===== config.mk =====
export PLATFORM = sky130hd
export DESIGN_NAME = ahp_packetizer_cfg
export DESIGN_NICKNAME = d
export VERILOG_FILES = /design/src/logic/ahp_pkg.sv /design/src/logic/ahp_packetizer_cfg.sv /design/src/logic/ahp_skid_buf.sv
export SDC_FILE = /design/constraint.sdc
export NUM_CORES = 1
export LEC_CHECK = 0
export ABC_AREA = 0
export BUFFER_PORTS_ARGS = -buffer_cell sky130_fd_sc_hd__buf_2
export CAP_MARGIN = 20
export CORE_ASPECT_RATIO = 2
export CORE_MARGIN = 1
export CORE_UTILIZATION = 54
export CTS_CLUSTER_SIZE = 30
export DETAILED_ROUTE_END_ITERATION = 8
export PLACE_DENSITY = 0.81
export SLEW_MARGIN = 40
export SYNTH_ARGS = -nofsm -noshare
export SYNTH_HDL_FRONTEND = slang
export SYNTH_SLANG_ARGS = --single-unit

===== constraint.sdc =====
create_clock -name aclk -period 2.3 [get_ports aclk]
set_clock_uncertainty 0.1 [all_clocks]
set_input_delay 0.115 -clock aclk [delete_from_list [all_inputs] [get_ports aclk]]
set_output_delay 0.115 -clock aclk [all_outputs]
set_load 0.01 [all_outputs]

===== src/logic/ahp_pkg.sv =====
// Constants, register map and types for the auto transmit header packetizer.
package ahp_pkg;

    // -----------------------------------------------------------------
    // Register map
    // -----------------------------------------------------------------
    localparam int ADDR_W = 12;
    localparam logic [11:0] OFS_ASYNC_HDR_1 = 12'h1B4;
    localparam logic [11:0] OFS_ASYNC_HDR_2 = 12'h1B8;
    localparam logic [11:0] OFS_ASYNC_HDR_3 = 12'h1BC;
    localparam logic [11:0] OFS_ISO_TX_HDR = 12'h1C0;
    localparam logic [11:0] OFS_PKT_CTRL = 12'h1C4;
    localparam logic [11:0] OFS_ALT_CTRL = 12'h1D8;

    localparam logic [31:0] RST_ASYNC_HDR_1 = 32'h3FC1_0000;
    localparam logic [31:0] RST_ASYNC_HDR_2 = 32'h0000_0000;
    localparam logic [31:0] RST_ASYNC_HDR_3 = 32'h0008_0000;
    localparam logic [31:0] RST_ISO_TX_HDR = 32'h0010_0010;
    localparam logic [31:0] RST_PKT_CTRL = 32'h8000_0000;
    localparam logic [31:0] RST_ALT_CTRL = 32'h0000_0000;
    localparam logic [31:0] MASK_FULL = 32'hFFFF_FFFF;
    localparam logic [31:0] MASK_ISO_TX_HDR = 32'hFFFF_FF3F;
    localparam logic [31:0] MASK_PKT_CTRL = 32'hB000_0000;

    // -----------------------------------------------------------------
    // Field positions (bit 00 of the map is the most significant bit)
    // -----------------------------------------------------------------
    localparam int LEN_LSB = 16;
    localparam int TAG_LSB = 14;
    localparam int CHAN_LSB = 8;
    localparam int SPEED_LSB = 4;
    localparam int SYNC_LSB = 0;
    localparam int CTL_SER_BIT = 31;
    localparam int CTL_TS_TEST_BIT = 29;
    localparam int CTL_ISO_TEST_BIT = 28;

    localparam logic [15:0] TS_PKT_BYTES = 16'h00BC;
    localparam logic [1:0] RESP_OKAY = 2'b00;
    localparam logic [1:0] RESP_SLVERR = 2'b10;
    localparam logic [5:0] SHIFT_BITS = 6'h20;

    typedef enum logic [1:0] {
        GEN_IDLE,
        GEN_HDR,
        GEN_DATA
    } ahp_gen_state_t;

    // Applies byte strobes and the implemented-bit mask to a register write.
    function automatic logic [31:0] ahp_merge(input logic [31:0] old_v, input logic [31:0] new_v,
                                              input logic [3:0] strb, input logic [31:0] mask);
        logic [31:0] res;
        res = old_v;
        for (int i = 0; i < 4; i++) begin
            if (strb[i]) begin
                res[i*8 +: 8] = new_v[i*8 +: 8];
            end
        end
        return res & mask;
    endfunction

    // Number of payload quadlets for a length in bytes, rounded up.
    function automatic logic [15:0] ahp_quadlets(input logic [15:0] len);
        logic [16:0] sum;
        sum = {1'b0, len} + 17'h0_0003;
        return {1'b0, sum[16:2]};
    endfunction

endpackage


===== src/logic/ahp_packetizer_cfg.sv =====
// Header registers, test packet generator and serial cycle-timer shifter with an AXI4-Lite slave.
//
// Register access over AXI4-Lite was decided locally.
`timescale 1ns/1ps
module ahp_packetizer_cfg
    import ahp_pkg::*;
(
    input wire logic aclk,
    input wire logic aresetn,
    input wire logic soft_reset,
    input wire logic [ADDR_W-1:0] s_axi_awaddr,
    input wire logic s_axi_awvalid,
    output logic s_axi_awready,
    input wire logic [31:0] s_axi_wdata,
    input wire logic [3:0] s_axi_wstrb,
    input wire logic s_axi_wvalid,
    output logic s_axi_wready,
    output logic [1:0] s_axi_bresp,
    output logic s_axi_bvalid,
    input wire logic s_axi_bready,
    input wire logic [ADDR_W-1:0] s_axi_araddr,
    input wire logic s_axi_arvalid,
    output logic s_axi_arready,
    output logic [31:0] s_axi_rdata,
    output logic [1:0] s_axi_rresp,
    output logic s_axi_rvalid,
    input wire logic s_axi_rready,
    input wire logic iso_cycle_start,
    input wire logic [31:0] cycle_timer,
    output logic cyc_ser_out,
    output logic cyc_ser_active,
    output logic [31:0] pkt_data,
    output logic pkt_last,
    output logic pkt_valid,
    input wire logic pkt_ready
);

    // -----------------------------------------------------------------
    // Reset
    // -----------------------------------------------------------------
    logic srst_n;
    assign srst_n = aresetn && !soft_reset;

    // -----------------------------------------------------------------
    // AXI4-Lite handshake state
    // -----------------------------------------------------------------
    logic awready_ff, nxt_awready;
    logic wready_ff, nxt_wready;
    logic bvalid_ff, nxt_bvalid;
    logic [1:0] bresp_ff, nxt_bresp;
    logic [ADDR_W-1:0] waddr_ff, nxt_waddr;
    logic [31:0] wdata_ff, nxt_wdata;
    logic [3:0] wstrb_ff, nxt_wstrb;
    logic arready_ff, nxt_arready;
    logic rvalid_ff, nxt_rvalid;
    logic [31:0] rdata_ff, nxt_rdata;
    logic [1:0] rresp_ff, nxt_rresp;
    logic wr_fire;
    logic wr_hit;
    logic [31:0] rd_value;
    logic rd_hit;

    // -----------------------------------------------------------------
    // Registers
    // -----------------------------------------------------------------
    logic [31:0] ahdr1_ff, nxt_ahdr1;
    logic [31:0] ahdr2_ff, nxt_ahdr2;
    logic [31:0] ahdr3_ff, nxt_ahdr3;
    logic [31:0] iso_hdr_ff, nxt_iso_hdr;
    logic [31:0] ctrl_ff, nxt_ctrl;
    logic [31:0] alt_ff, nxt_alt;
    logic [5:0] shift_cnt_ff, nxt_shift_cnt;
    logic ser_out_ff, nxt_ser_out;
    logic ser_act_ff, nxt_ser_act;

    logic ser_en;
    logic ts_test_en;
    logic iso_test_en;
    assign ser_en = ctrl_ff[CTL_SER_BIT];
    assign ts_test_en = ctrl_ff[CTL_TS_TEST_BIT];
    assign iso_test_en = ctrl_ff[CTL_ISO_TEST_BIT];

    // -----------------------------------------------------------------
    // Bus handshake
    // -----------------------------------------------------------------
    assign wr_fire = !awready_ff && !wready_ff && !bvalid_ff;

    always_comb begin
        nxt_awready = awready_ff;
        nxt_wready = wready_ff;
        nxt_bvalid = bvalid_ff;
        nxt_bresp = bresp_ff;
        nxt_waddr = waddr_ff;
        nxt_wdata = wdata_ff;
        nxt_wstrb = wstrb_ff;
        if (awready_ff && s_axi_awvalid) begin
            nxt_awready = 1'b0;
            nxt_waddr = s_axi_awaddr;
        end
        if (wready_ff && s_axi_wvalid) begin
            nxt_wready = 1'b0;
            nxt_wdata = s_axi_wdata;
            nxt_wstrb = s_axi_wstrb;
        end
        if (wr_fire) begin
            nxt_bvalid = 1'b1;
            nxt_bresp = wr_hit ? RESP_OKAY : RESP_SLVERR;
        end
        if (bvalid_ff && s_axi_bready) begin
            nxt_bvalid = 1'b0;
            nxt_awready = 1'b1;
            nxt_wready = 1'b1;
        end
    end

    always_comb begin
        nxt_arready = arready_ff;
        nxt_rvalid = rvalid_ff;
        nxt_rdata = rdata_ff;
        nxt_rresp = rresp_ff;
        if (arready_ff && s_axi_arvalid) begin
            nxt_arready = 1'b0;
            nxt_rvalid = 1'b1;
            nxt_rdata = rd_value;
            nxt_rresp = rd_hit ? RESP_OKAY : RESP_SLVERR;
        end
        if (rvalid_ff && s_axi_rready) begin
            nxt_rvalid = 1'b0;
            nxt_arready = 1'b1;
        end
    end

    always_ff @(posedge aclk) begin
        if (!aresetn) begin
            awready_ff <= 1'b1;
            wready_ff <= 1'b1;
            bvalid_ff <= 1'b0;
            bresp_ff <= RESP_OKAY;
            waddr_ff <= '0;
            wdata_ff <= '0;
            wstrb_ff <= '0;
            arready_ff <= 1'b1;
            rvalid_ff <= 1'b0;
            rdata_ff <= '0;
            rresp_ff <= RESP_OKAY;
        end else begin
            awready_ff <= nxt_awready;
            wready_ff <= nxt_wready;
            bvalid_ff <= nxt_bvalid;
            bresp_ff <= nxt_bresp;
            waddr_ff <= nxt_waddr;
            wdata_ff <= nxt_wdata;
            wstrb_ff <= nxt_wstrb;
            arready_ff <= nxt_arready;
            rvalid_ff <= nxt_rvalid;
            rdata_ff <= nxt_rdata;
            rresp_ff <= nxt_rresp;
        end
    end

    // -----------------------------------------------------------------
    // Read decode
    // -----------------------------------------------------------------
    always_comb begin
        rd_hit = 1'b1;
        unique case (s_axi_araddr)
            OFS_ASYNC_HDR_1: rd_value = ahdr1_ff;
            OFS_ASYNC_HDR_2: rd_value = ahdr2_ff;
            OFS_ASYNC_HDR_3: rd_value = ahdr3_ff;
            OFS_ISO_TX_HDR: rd_value = iso_hdr_ff & MASK_ISO_TX_HDR;
            OFS_PKT_CTRL: rd_value = ctrl_ff & MASK_PKT_CTRL;
            OFS_ALT_CTRL: rd_value = alt_ff;
            default: begin
                rd_value = '0;
                rd_hit = 1'b0;
            end
        endcase
    end

    // -----------------------------------------------------------------
    // Register writes and the serial cycle-timer shifter
    // -----------------------------------------------------------------
    always_comb begin
        nxt_ahdr1 = ahdr1_ff;
        nxt_ahdr2 = ahdr2_ff;
        nxt_ahdr3 = ahdr3_ff;
        nxt_iso_hdr = iso_hdr_ff;
        nxt_ctrl = ctrl_ff;
        nxt_alt = alt_ff;
        nxt_shift_cnt = shift_cnt_ff;
        nxt_ser_out = ser_out_ff;
        nxt_ser_act = ser_act_ff;
        wr_hit = 1'b1;
        unique case (waddr_ff)
            OFS_ASYNC_HDR_1: begin
                if (wr_fire) begin
                    nxt_ahdr1 = ahp_merge(ahdr1_ff, wdata_ff, wstrb_ff, MASK_FULL);
                end
            end
            OFS_ASYNC_HDR_2: begin
                if (wr_fire) begin
                    nxt_ahdr2 = ahp_merge(ahdr2_ff, wdata_ff, wstrb_ff, MASK_FULL);
                end
            end
            OFS_ASYNC_HDR_3: begin
                if (wr_fire) begin
                    nxt_ahdr3 = ahp_merge(ahdr3_ff, wdata_ff, wstrb_ff, MASK_FULL);
                end
            end
            OFS_ISO_TX_HDR: begin
                if (wr_fire) begin
                    // Length, tag, channel, speed and sync fields; the gap reads zero.
                    nxt_iso_hdr = ahp_merge(iso_hdr_ff, wdata_ff, wstrb_ff,
                                            MASK_ISO_TX_HDR);
                end
            end
            OFS_PKT_CTRL: begin
                if (wr_fire) begin
                    nxt_ctrl = ahp_merge(ctrl_ff, wdata_ff, wstrb_ff, MASK_PKT_CTRL);
                end
            end
            OFS_ALT_CTRL: begin
                if (wr_fire && (shift_cnt_ff == 6'h00)) begin
                    nxt_alt = ahp_merge(alt_ff, wdata_ff, wstrb_ff, MASK_FULL);
                end
            end
            default: wr_hit = 1'b0;
        endcase
        // The shifter owns the alternate register while a word is going out.
        // The active flag rises with the first bit and falls after the last one.
        if (ser_en && iso_cycle_start) begin
            nxt_alt = cycle_timer;
            nxt_shift_cnt = SHIFT_BITS;
            nxt_ser_act = 1'b0;
            nxt_ser_out = 1'b0;
        end else if (shift_cnt_ff != 6'h00) begin
            nxt_ser_out = alt_ff[31] && ser_en;
            nxt_alt = {alt_ff[30:0], 1'b0};
            nxt_shift_cnt = ser_en ? shift_cnt_ff - 6'h01 : 6'h00;
            nxt_ser_act = ser_en;
        end else begin
            nxt_ser_out = 1'b0;
            nxt_ser_act = 1'b0;
        end
    end

    always_ff @(posedge aclk) begin
        if (!srst_n) begin
            ahdr1_ff <= RST_ASYNC_HDR_1;
            ahdr2_ff <= RST_ASYNC_HDR_2;
            ahdr3_ff <= RST_ASYNC_HDR_3;
            iso_hdr_ff <= RST_ISO_TX_HDR;
            ctrl_ff <= RST_PKT_CTRL;
            alt_ff <= RST_ALT_CTRL;
            shift_cnt_ff <= '0;
            ser_out_ff <= 1'b0;
            ser_act_ff <= 1'b0;
        end else begin
            ahdr1_ff <= nxt_ahdr1;
            ahdr2_ff <= nxt_ahdr2;
            ahdr3_ff <= nxt_ahdr3;
            iso_hdr_ff <= nxt_iso_hdr;
            ctrl_ff <= nxt_ctrl;
            alt_ff <= nxt_alt;
            shift_cnt_ff <= nxt_shift_cnt;
            ser_out_ff <= nxt_ser_out;
            ser_act_ff <= nxt_ser_act;
        end
    end

    // -----------------------------------------------------------------
    // Test packet generator
    // -----------------------------------------------------------------
    ahp_gen_state_t state_ff, nxt_state;
    logic [15:0] remain_ff, nxt_remain;
    logic [31:0] count_ff, nxt_count;
    logic [31:0] hdr_ff, nxt_hdr;
    logic pend_ff, nxt_pend;
    logic [32:0] gen_data;
    logic gen_valid;
    logic gen_ready;
    logic [15:0] send_len;

    always_comb begin
        nxt_state = state_ff;
        nxt_remain = remain_ff;
        nxt_count = count_ff;
        nxt_hdr = hdr_ff;
        nxt_pend = pend_ff;
        gen_valid = 1'b0;
        gen_data = '0;
        // Transport-stream mode takes the cycle when both modes are on.
        send_len = ts_test_en ? TS_PKT_BYTES : iso_hdr_ff[LEN_LSB +: 16];
        // A cycle start that lands mid-packet is kept for the packet that follows.
        if (iso_cycle_start && (ts_test_en || iso_test_en)) begin
            nxt_pend = 1'b1;
        end
        unique case (state_ff)
            GEN_IDLE: begin
                if (pend_ff && (ts_test_en || iso_test_en)) begin
                    nxt_pend = iso_cycle_start;
                    nxt_hdr = {send_len, iso_hdr_ff[15:0] & MASK_ISO_TX_HDR[15:0]};
                    nxt_remain = ahp_quadlets(send_len);
                    nxt_state = GEN_HDR;
                end else if (!(ts_test_en || iso_test_en)) begin
                    nxt_pend = 1'b0;
                end
            end
            GEN_HDR: begin
                gen_valid = 1'b1;
                gen_data = {(remain_ff == 16'h0000), hdr_ff};
                if (gen_ready) begin
                    nxt_state = (remain_ff == 16'h0000) ? GEN_IDLE : GEN_DATA;
                end
            end
            GEN_DATA: begin
                gen_valid = 1'b1;
                gen_data = {(remain_ff == 16'h0001), count_ff};
                if (gen_ready) begin
                    nxt_count = count_ff + 32'h0000_0001;
                    nxt_remain = remain_ff - 16'h0001;
                    if (remain_ff == 16'h0001) begin
                        nxt_state = GEN_IDLE;
                    end
                end
            end
        endcase
    end

    always_ff @(posedge aclk) begin
        if (!srst_n) begin
            state_ff <= GEN_IDLE;
            remain_ff <= '0;
            count_ff <= '0;
            hdr_ff <= '0;
            pend_ff <= 1'b0;
        end else begin
            state_ff <= nxt_state;
            remain_ff <= nxt_remain;
            count_ff <= nxt_count;
            hdr_ff <= nxt_hdr;
            pend_ff <= nxt_pend;
        end
    end

    ahp_skid_buf #(
        .W(33)
    ) u_buf (
        .aclk(aclk),
        .srst_n(srst_n),
        .in_data(gen_data),
        .in_valid(gen_valid),
        .in_ready(gen_ready),
        .out_data({pkt_last, pkt_data}),
        .out_valid(pkt_valid),
        .out_ready(pkt_ready)
    );

    // -----------------------------------------------------------------
    // Outputs
    // -----------------------------------------------------------------
    assign s_axi_awready = awready_ff;
    assign s_axi_wready = wready_ff;
    assign s_axi_bvalid = bvalid_ff;
    assign s_axi_bresp = bresp_ff;
    assign s_axi_arready = arready_ff;
    assign s_axi_rvalid = rvalid_ff;
    assign s_axi_rdata = rdata_ff;
    assign s_axi_rresp = rresp_ff;
    assign cyc_ser_out = ser_out_ff;
    assign cyc_ser_active = ser_act_ff;

endmodule // ahp_packetizer_cfg


===== src/logic/ahp_skid_buf.sv =====
// Two-entry valid/ready buffer whose output side comes straight from flip-flops.
`timescale 1ns/1ps
module ahp_skid_buf #(
    parameter int W = 33
) (
    input wire logic aclk,
    input wire logic srst_n,
    input wire logic [W-1:0] in_data,
    input wire logic in_valid,
    output logic in_ready,
    output logic [W-1:0] out_data,
    output logic out_valid,
    input wire logic out_ready
);

    logic [W-1:0] out_data_ff, nxt_out_data;
    logic out_valid_ff, nxt_out_valid;
    logic [W-1:0] skid_data_ff, nxt_skid_data;
    logic skid_valid_ff, nxt_skid_valid;
    logic take;

    always_comb begin
        take = in_valid && !skid_valid_ff;
        nxt_out_data = out_data_ff;
        nxt_out_valid = out_valid_ff;
        nxt_skid_data = skid_data_ff;
        nxt_skid_valid = skid_valid_ff;
        if (out_ready || !out_valid_ff) begin
            if (skid_valid_ff) begin
                nxt_out_data = skid_data_ff;
                nxt_out_valid = 1'b1;
                nxt_skid_valid = 1'b0;
            end else begin
                nxt_out_data = in_data;
                nxt_out_valid = take;
            end
        end else if (take) begin
            nxt_skid_data = in_data;
            nxt_skid_valid = 1'b1;
        end
    end

    always_ff @(posedge aclk) begin
        if (!srst_n) begin
            out_data_ff <= '0;
            out_valid_ff <= 1'b0;
            skid_data_ff <= '0;
            skid_valid_ff <= 1'b0;
        end else begin
            out_data_ff <= nxt_out_data;
            out_valid_ff <= nxt_out_valid;
            skid_data_ff <= nxt_skid_data;
            skid_valid_ff <= nxt_skid_valid;
        end
    end

    assign in_ready = !skid_valid_ff;
    assign out_data = out_data_ff;
    assign out_valid = out_valid_ff;

endmodule // ahp_skid_buf

# [After elaboration in Yosys (flattened, before gate mapping)]
# Index checks and enable logic that the tools add are counted.
[totals] reg_bits=407 latch_bits=0 ramBits=0 mem_bits_ro=0 inputBits=102 out_inout_bits=77 elab_cells=175 n_memories=0
[classes] addsub=4 multipliers=0 div_mod_pow=0 magnitude_cmp=0 n_eq_ne=19 shifts=0 muxes=34 bitwise=5 n_reduce_logical=68
[op_table] operator="one-hot mux 32 bit (6 select lines)" count=1
[op_table] operator="equality test 12 x 9 -> 1 bit, second input constant" count=12
[op_table] operator="2-to-1 mux 32 bit" count=4
[op_table] operator="one-hot mux 33 bit (2 select lines)" count=1
[op_table] operator="AND reduction 3 bit" count=22
[op_table] operator="2-to-1 mux 16 bit" count=3
[op_table] operator="2-to-1 mux 33 bit" count=1
[op_table] operator="adder 32 x 1 -> 32 bit, second input constant" count=1
[op_table] operator="2-to-1 mux 8 bit" count=4
[op_table] operator="one-hot mux 16 bit (2 select lines)" count=1
[op_table] operator="2-to-1 mux 6 bit" count=3
[op_table] operator="nonzero test 3 bit" count=6
[op_table] operator="adder 16 x 2 -> 17 bit, second input constant" count=1
[op_table] operator="equality test 16 x 1 -> 1 bit, second input constant" count=1
[op_table] operator="logical NOT 16 bit" count=1
[op_table] operator="subtractor 16 x 1 -> 16 bit, second input constant" count=1
[op_table] operator="logical AND 1 bit" count=14
[op_table] operator="2-to-1 mux 2 bit" count=7
[op_table] operator="OR reduction 6 bit" count=2
[op_table] operator="OR reduction 2 bit" count=5
[op_table] operator="2-to-1 mux 1 bit" count=8
[op_table] operator="!= test 2 bit, second input constant" count=4
[op_table] operator="logical NOT 1 bit" count=6
[op_table] operator="logical NOT 6 bit" count=1
[op_table] operator="other kinds (12)" count=20

# [Longest topological paths before layout]
# Gate-level depths: netlist (run 1).
[depth] word_depth=8 depth_mapped=9 mapped_depth_nobuf=7

# [Hierarchy]
# A second synthesis (run 1) with hierarchy kept.
[unflattened] cells_unflattened=2065 area_unflattened_um2=18560.3
[modules_own_cells] mod="ahp_packetizer_cfg" n_inst=1 cells_each=1763 area_per_inst_um2=15544.9 seq_area_each_um2=6746.5
[modules_own_cells] mod="ahp_skid_buf" n_inst=1 cells_each=302 area_per_inst_um2=3015.4 seq_area_each_um2=1361.3

# [Worst setup path before layout (run 1)]
# OpenSTA, ideal clock, no wires.
[synth_path] path_kind="register -> register" start="register shift_cnt_ff[0]" end="register alt_ff[7]" setup_time_ps=134 arrival_time_ps=2008 required_time_ps=2066 path_slack_ps=57 stages_incl_launch_ff=9 path_buffers=1 period_less_slack_ps=2243 path_cell_list="dfxtp_1 > inv_1 > ha_1 > or4b_1 > nor2_2 > buf_4 > mux2_2 > mux2i_1 > o22ai_1"
[synth_via] elab_chain_len=4 word_cells_on_any_way=9 classes_between="2 x mux; 7 x reduce/logical"
[synth_rtl] item="from (decl)" line="ahp_packetizer_cfg.sv:72" rtl="logic [5:0] shift_cnt_ff, nxt_shift_cnt;"
[synth_rtl] item="from (signal assigned)" line="ahp_packetizer_cfg.sv:265" rtl="shift_cnt_ff <= nxt_shift_cnt;"
[synth_rtl] item="logical NOT 6 bit" line="ahp_packetizer_cfg.sv:223" rtl="if (wr_fire && (shift_cnt_ff == 6'h00)) begin"
[synth_rtl] item="logical AND 1 bit" line="ahp_packetizer_cfg.sv:223"
[synth_rtl] item="nonzero test 3 bit (no line)"
[synth_rtl] item="AND reduction 3 bit (no line)"
[synth_rtl] item="to (signal assigned)" line="ahp_packetizer_cfg.sv:264" rtl="alt_ff <= nxt_alt;"
[synth_rtl] item="to (decl)" line="ahp_packetizer_cfg.sv:71" rtl="logic [31:0] alt_ff, nxt_alt;"
# Several ways; a longest one is shown, not always the timed one.
# A chain may end at the register's enable or synchronous reset.

# [Worst setup path after layout (run 1)]
[layout_path] start="register shift_cnt_ff[0]" end="register alt_ff[24]"
# The elaborated chain is that of the path after synthesis.

==> results.py, run 1 <==
metrics = {
    "detailed_routing": {
        "detailroute.wirelength.met3_um": 3667,
        "viasPerCell": 6.134,
        "dr_total_vias": 17530,
        "wl_per_cell_um": 20.72,
        "drt_pass1_iterations": 5,
        "routed_wirelength_um": 59210,
        "top_layer": "met4",
        "wl_met1_um": 20120,
        "drt-initial-drc-count": 1629,
        "met2_length_um": 30520,
        "drcViolationCount": 0,
        "ant_nets": 0,
    },
    "sta": {
        "clock.fmax_mhz": 440.5,
        "timing.max_slew.rel_slack_pct": 53.90,
        "hold_slack_ns": 0.01939,
        "rsz0062_at_grt": "yes",
        "setup_violations_final": 0,
        "tns_ns": 0,
        "fin_crit_ns": 2.270,
        "max_slew.worst_pin.slew_ns": 0.6898,
        "final_hold_viol_count": 0,
        "timing_max_transition_violations_final": 0,
        "finalCritPeriodShare_pct": 98.70,
    },
    "cells_and_area": {
        "area.growth.synth_to_final_pct": 22.27,
        "final_nets": 2509,
        "fin_cells": 2858,
        "finish.instance_area_um2": 22020,
        "multi_input_gate_area_um2": 9361,
        "seq_area_um2": 8112,
        "most-common-layout-cells": "500 x nand2_1, 402 x dfxtp_1, 176 x buf_2",
        "nFillCells": 2473,
        "layout-drive-gt1-share_pct": 19.22,
        "mostFrequentLayoutCell": "nand2_1",
    },
    "place": {
        "dp_hpwl_um": 39860,
        "placed_cells_incl_taps": 2695,
        "buffer_ports.inserted": 176,
        "place.gp.congestion": 0.9689,
        "post_dp_cell_area_um2": 19670,
    },
    "synthesis": {
        "ys_types": 73,
        "share_of_flip_flops_with_an_asynchronous_set_or_reset_after_synthesis_pct": 0,
        "synth-edff-count": 0,
        "synth.avg_cell_area_um2": 8.420,
        "synth.ff_latch_count": 405,
        "mappedNetlistArea_um2": 18010,
        "synthesis.yosys.warnings": 0,
        "postSynthCellCount": 2139,
        "sequential_to_total_area_share_from_yosys_stat_pct": 45.02,
        "most_common_flop_cell_mapped_by_yosys": "dfxtp_1",
    },
    "grt": {
        "overflow": 0,
        "via_count_of_the_first_global_routing_pass": 17540,
        "grt_pass1_wl_um": 91880,
        "groute.usage.overall_pct": 33.99,
        "pin_count_of_the_biggest_net_entering_global_routing": 135,
        "grt_antenna_before_repair": 1,
    },
    "floorplan": {
        "core_area_um2": 32810,
        "floorplan.io_pins": 179,
        "die_x_um": 131.1,
        "dieArea_um2": 34130,
        "initial_utilization_pct": 54.88,
        "core.rowCount": 94,
        "die_height_um": 260.3,
    },
    "critical_path": {
        "critical_path_class": "reg2reg",
        "timing.critical_path.slowest_cell_delay_ns": 0.48,
        "cp_common_cell": "buf_4",
        "timing.critical_path.fanout_max": 8,
        "crit_path_cell_trace": "inv_2, ha_4, or4b_4, buf_4, nor3_2, buf_4, o21ai_2, nand2_1, o22ai_1",
        "crit_arrival_ns": 2.58,
        "timing.critical_path.buf_inv": 3,
        "setup.worst_path.start_class": "flop",
        "rr_endpoint": "alt_ff[24]",
        "reg2reg_slack_ns": 0.03,
        "cpLargestDelayFamily": "simple AND/OR/NAND/NOR gates",
        "worst_r2r_path_depth": 9,
        "required_ns": 2.61,
        "reg2reg_from": "shift_cnt_ff[0]",
        "crit_slowest_cell": "or4b_4",
        "endpoint_kind": "flop",
    },
    "clock_network": {
        "numClockSinks": 405,
        "tritoncts.num_buffers": 36,
        "cts-root-buf": "clkbuf_16",
        "htreeDepth": 2,
        "cts.reportedPaths.clkPinSlew_ns": 0.07,
        "cts.path.max_buffers": 3,
        "tritoncts": "done",
        "source_to_sink_clock_delay_at_the_later_pin_of_the_worst_skew_pair_ns": 0.55,
    },
    "power": {
        "p_leak_nw": 8.023,
        "vdd_ir_drop_max_uv": 724.4,
        "fin_total_pwr_w": 0.01478,
        "p_per_area_nw_per_um2": 671.4,
    },
    "job": {
        "maxCapViolCount": 0,
    },
    "min_path": {
        "origin_of_the_worst_min_delay_path": "pkt_ready",
        "hold_depth": 5,
        "worst_hold_path.endpoint": "u_buf.skid_data_ff[6]",
        "holdCritPathClass": "in2reg",
    },
    "run_status": {
        "outcome": "completed",
    },
}
[power by group]
group / total (W) / leakage, nW / internal (W) / switching, W
clock network: 0.00644 / 0.620 / 0.00373 / 0.00271
logic: 0.00111 / 4.13 / 0.000514 / 0.000597
registers: 0.00723 / 3.27 / 0.00710 / 0.000132
[stage by stage]
stage | worst slack [ns] | utilization, %
floorplan | 0.05749 | -
global placement | 0.04096 | 59.93
detailed placement | -0.09213 | 59.96
CTS | 0.01514 | 66.97
global route | -0.01896 | 67.11
finish | 0.02989 | 67.11
[flip-flops by register name, indices dropped and copies added, names as in the netlist, 6 cells and up]
signal and count:
u_buf.out_data 33, u_buf.skid_data_ff 33, ahdr1_ff 32, ahdr2_ff 32
ahdr3_ff 32, alt_ff 32, count_ff 32, s_axi_rdata 32
wdata_ff 32, hdr_ff 30, iso_hdr_ff 30, remain_ff 16
waddr_ff 12, shift_cnt_ff 6
[per-layer routing]
layer / global-route usage (%) / vias up
li1: - / 8012
met1: 33.46 / 8227
met2: 62.81 / 969
met3: 4.759 / 323
met4: 28.59 / 0
met5: 0 / -
[worst max path at each step]
stage / depth (start not counted) / end / slack, ns / start
floorplan: 8 / alt_ff[7] / 0.06 / shift_cnt_ff[0]
global route: 9 / alt_ff[29] / -0.02 / shift_cnt_ff[0]
CTS: 9 / alt_ff[20] / 0.02 / shift_cnt_ff[1]
detailed placement: 8 / alt_ff[20] / -0.09 / shift_cnt_ff[0]
global placement: 8 / alt_ff[14] / 0.04 / shift_cnt_ff[0]
finish: 9 / alt_ff[24] / 0.03 / shift_cnt_ff[0]
[cell type report]
type                       count  area share (%)
antenna                        1         0.01136
clock buffer                  52           4.915
clock inverter                11          0.7330
inverter                      16          0.2727
multi-input combinational   1571           42.51
sequential                   405           36.84
tap                          432           2.455
timing repair buffer         370           12.26
[cells in the mapped netlist, drive strengths merged (34+ instances only)]
master / number / area share, %
nand2: 503 / 10
o21ai: 75 / 2.2
a21boi: 78 / 3.3
a21oi: 175 / 5.1
nor2: 128 / 2.7
mux2i: 63 / 3.5
nand3: 40 / 1.1
nor3: 37 / 1.3
dfxtp: 405 / 45
clkbuf: 116 / 2.4
a211oi: 34 / 1.4
a22oi: 62 / 2.6
mux2: 65 / 4.1
[logic make-up after synthesis]
family | count (synthesis) | share of synthesized area [%]
other cells | 1 | 0.02082
flops | 405 | 45.02
compound gates | 540 | 19.53
simple gates | 856 | 21.75
fa+ha+maj | 7 | 0.4863
buf+inv | 164 | 3.786
xor+xnor | 38 | 1.848
mux | 128 | 7.566
[repair_timing]
item / 4_1_cts / 5_1_grt
resized for setup: 11 / 17
buffers inserted: 7 / 1
hold buffers: 91 / 0
endpoints found under the hold margin: 99 / 0
setup endpoints to repair: 31 / 31
gates cloned: 2 / 0
pin swaps: 3 / 6
[tightest hold or removal path, stage by stage]
cell,delay (ns)
buf_2,0.09
nor2b_1,0.08
nand3b_1,0.14
nand2_1,0.07
a21oi_1,0.12
No activity file was read; power rests on OpenSTA's default activity.
==> run 2: changes to the inputs <==
RECOVER_POWER = 50   (was not set)
==> results.py, run 2 (synthesis results as in run 1) <==
metrics = {
    "run_status": {
        "outcome": "complete, but fails checks",
        "violations": "setup timing",
    },
    "cells_and_area": {
        "multi_input_gate_area_um2": 9299,
        "area.growth.synth_to_final_pct": 21.22,
        "layout-drive-gt1-share_pct": 15.46,
        "final_nets": 2509,
        "seq_area_um2": 8112,
        "nFillCells": 2543,
        "mostFrequentLayoutCell": "nand2_1",
        "most-common-layout-cells": "500 x nand2_1, 402 x dfxtp_1, 175 x a21oi_1",
    },
    "grt": {
        "grt_antenna_before_repair": 1,
        "grt_pass1_wl_um": 91880,
        "pin_count_of_the_biggest_net_entering_global_routing": 135,
        "overflow": 0,
        "groute.usage.overall_pct": 33.99,
        "via_count_of_the_first_global_routing_pass": 17540,
    },
    "min_path": {
        "origin_of_the_worst_min_delay_path": "pkt_ready",
        "holdCritPathClass": "in2reg",
    },
    "detailed_routing": {
        "viasPerCell": 6.134,
        "wl_per_cell_um": 20.71,
        "dr_total_vias": 17530,
        "drt_pass1_iterations": 6,
        "met2_length_um": 30430,
        "top_layer": "met4",
        "detailroute.wirelength.met3_um": 3805,
        "drcViolationCount": 0,
        "routed_wirelength_um": 59180,
        "drt-initial-drc-count": 1680,
        "ant_nets": 0,
        "wl_met1_um": 19930,
    },
    "floorplan": {
        "die_x_um": 131.1,
        "core.rowCount": 94,
        "die_height_um": 260.3,
        "core_area_um2": 32810,
        "floorplan.io_pins": 179,
        "initial_utilization_pct": 54.88,
        "dieArea_um2": 34130,
    },
    "clock_network": {
        "cts.reportedPaths.clkPinSlew_ns": 0.07,
        "tritoncts.num_buffers": 36,
        "source_to_sink_clock_delay_at_the_later_pin_of_the_worst_skew_pair_ns": 0.54,
        "htreeDepth": 2,
        "cts-root-buf": "clkbuf_16",
        "tritoncts": "done",
        "numClockSinks": 405,
        "cts.path.max_buffers": 3,
    },
    "sta": {
        "postLayoutSetupSlackWorst_ns": -0.02033,
        "max_slew.worst_pin.slew_ns": 1.008,
        "setup_violations_final": 1,
        "final_hold_viol_count": 0,
        "tns_ns": -0.02033,
        "clock.fmax_mhz": 431.0,
        "fin_crit_ns": 2.320,
        "timing.max_slew.rel_slack_pct": 32.82,
        "rsz0062_at_grt": "yes",
        "finalCritPeriodShare_pct": 100.9,
        "timing_max_transition_violations_final": 0,
    },
    "critical_path": {
        "timing.critical_path.fanout_max": 134,
        "rr_endpoint": "alt_ff[8]",
        "worstSetupStartpoint": "soft_reset",
        "endpoint_kind": "flop",
        "reg2reg_slack_ns": 0.01,
        "crit_arrival_ns": 2.59,
        "worstSetupEndpoint": "ahdr2_ff[6]",
        "critical_path_class": "in2reg",
        "reg2reg_from": "shift_cnt_ff[0]",
        "setup.worst_path.start_class": "input port",
        "required_ns": 2.57,
        "worst_r2r_path_depth": 9,
    },
    "place": {
        "dp_hpwl_um": 39860,
        "place.gp.congestion": 0.9689,
        "pre_cts_slack_ns": -0.09213,
        "buffer_ports.inserted": 176,
    },
    "power": {
        "vdd_ir_drop_max_uv": 723.8,
        "p_per_area_nw_per_um2": 676.7,
        "switching_power_w": 0.003437,
        "p_seq_share_pct": 49.0,
        "p_leak_nw": 7.677,
        "p_sw_share_pct": 23.27,
        "combinationalPowerShare_pct": 7.5,
        "power.clock.fraction_pct": 43.6,
        "internal_power_w": 0.01134,
    },
    "job": {
        "maxCapViolCount": 0,
    },
}
[run 2: cell count changes in the layout (fill, tap and decap cells not counted), sizes merged]
cell	change
clkbuf	+85
buf	-85
[run 2: power groups by stage]
stage                     registers (W)  clock network (W)  logic (W)
after detailed placement        0.00738                  0   0.000843
after floorplan                 0.00733                  0   0.000526
after global routing            0.00723            0.00673    0.00115
final                           0.00723            0.00644    0.00110
after CTS                       0.00722            0.00646    0.00106
after global placement          0.00737                  0   0.000816
[run 2: worst min path at each step]
| stage | cells after the start | slack [ns] | end |
|---|---|---|---|
| finish | 5 | 0.02 | u_buf.skid_data_ff[6] |
| global route | 4 | 0.05 | s_axi_rdata[28] |
| CTS | 5 | 0.003 | u_buf.skid_data_ff[6] |
| detailed placement | 2 | 0.24 | s_axi_wready |
| global placement | 2 | 0.23 | s_axi_wready |
| floorplan | 1 | 0.12 | s_axi_awready |
[run 2: layout make-up]
class                      instances  area share (%)
multi-input combinational       1571           42.59
clock buffer                      52           4.957
timing repair buffer             370           11.79
sequential                       405           37.15
inverter                          16          0.2751
tap                              432           2.476
antenna                            1         0.01146
clock inverter                    11          0.7393
[run 2: per-layer routing]
| layer | vias to the layer above | global-route usage (%) |
|---|---|---|
| met4 | 0 | 28.59 |
| met1 | 8224 | 33.46 |
| met5 | - | 0 |
| met2 | 970 | 62.81 |
| li1 | 8016 | - |
| met3 | 320 | 4.759 |
[run 2: repair_timing]
item / in CTS / in global routing
setup endpoints to repair: 31 / 31
pin swaps: 3 / 6
hold buffers: 91 / 0
resized for setup: 11 / 17
cloned: 2 / 0
setup buffers: 7 / 1
hold endpoints to repair: 99 / 0
[run 2: worst max-delay path, cell delays in order]
cell and delay, ns:
dlygate4sd3_1 0.53, clkbuf_1 0.17, nand2b_1 0.63, clkbuf_8 0.77
a21oi_1 0.15
[run 2: stage by stage]
| stage | utilization [%] | total power (W) | cell area, um2 | hold slack [ns] | cells |
|---|---|---|---|---|---|
| 2_1_floorplan | - | 0.007859 | 18010 | 0.1154 | 2140 |
| 3_5_place_dp | 59.96 | 0.008222 | 19670 | 0.2392 | 2695 |
| 5_1_grt | 66.53 | 0.01512 | 21830 | 0.04938 | 2858 |
| 4_1_cts | 66.97 | 0.01474 | 21980 | 0.002987 | 2858 |
| 3_3_place_gp | 59.93 | 0.008190 | 19660 | 0.2251 | 2695 |
| 6_report | 66.53 | 0.01477 | 21830 | 0.01964 | 2858 |
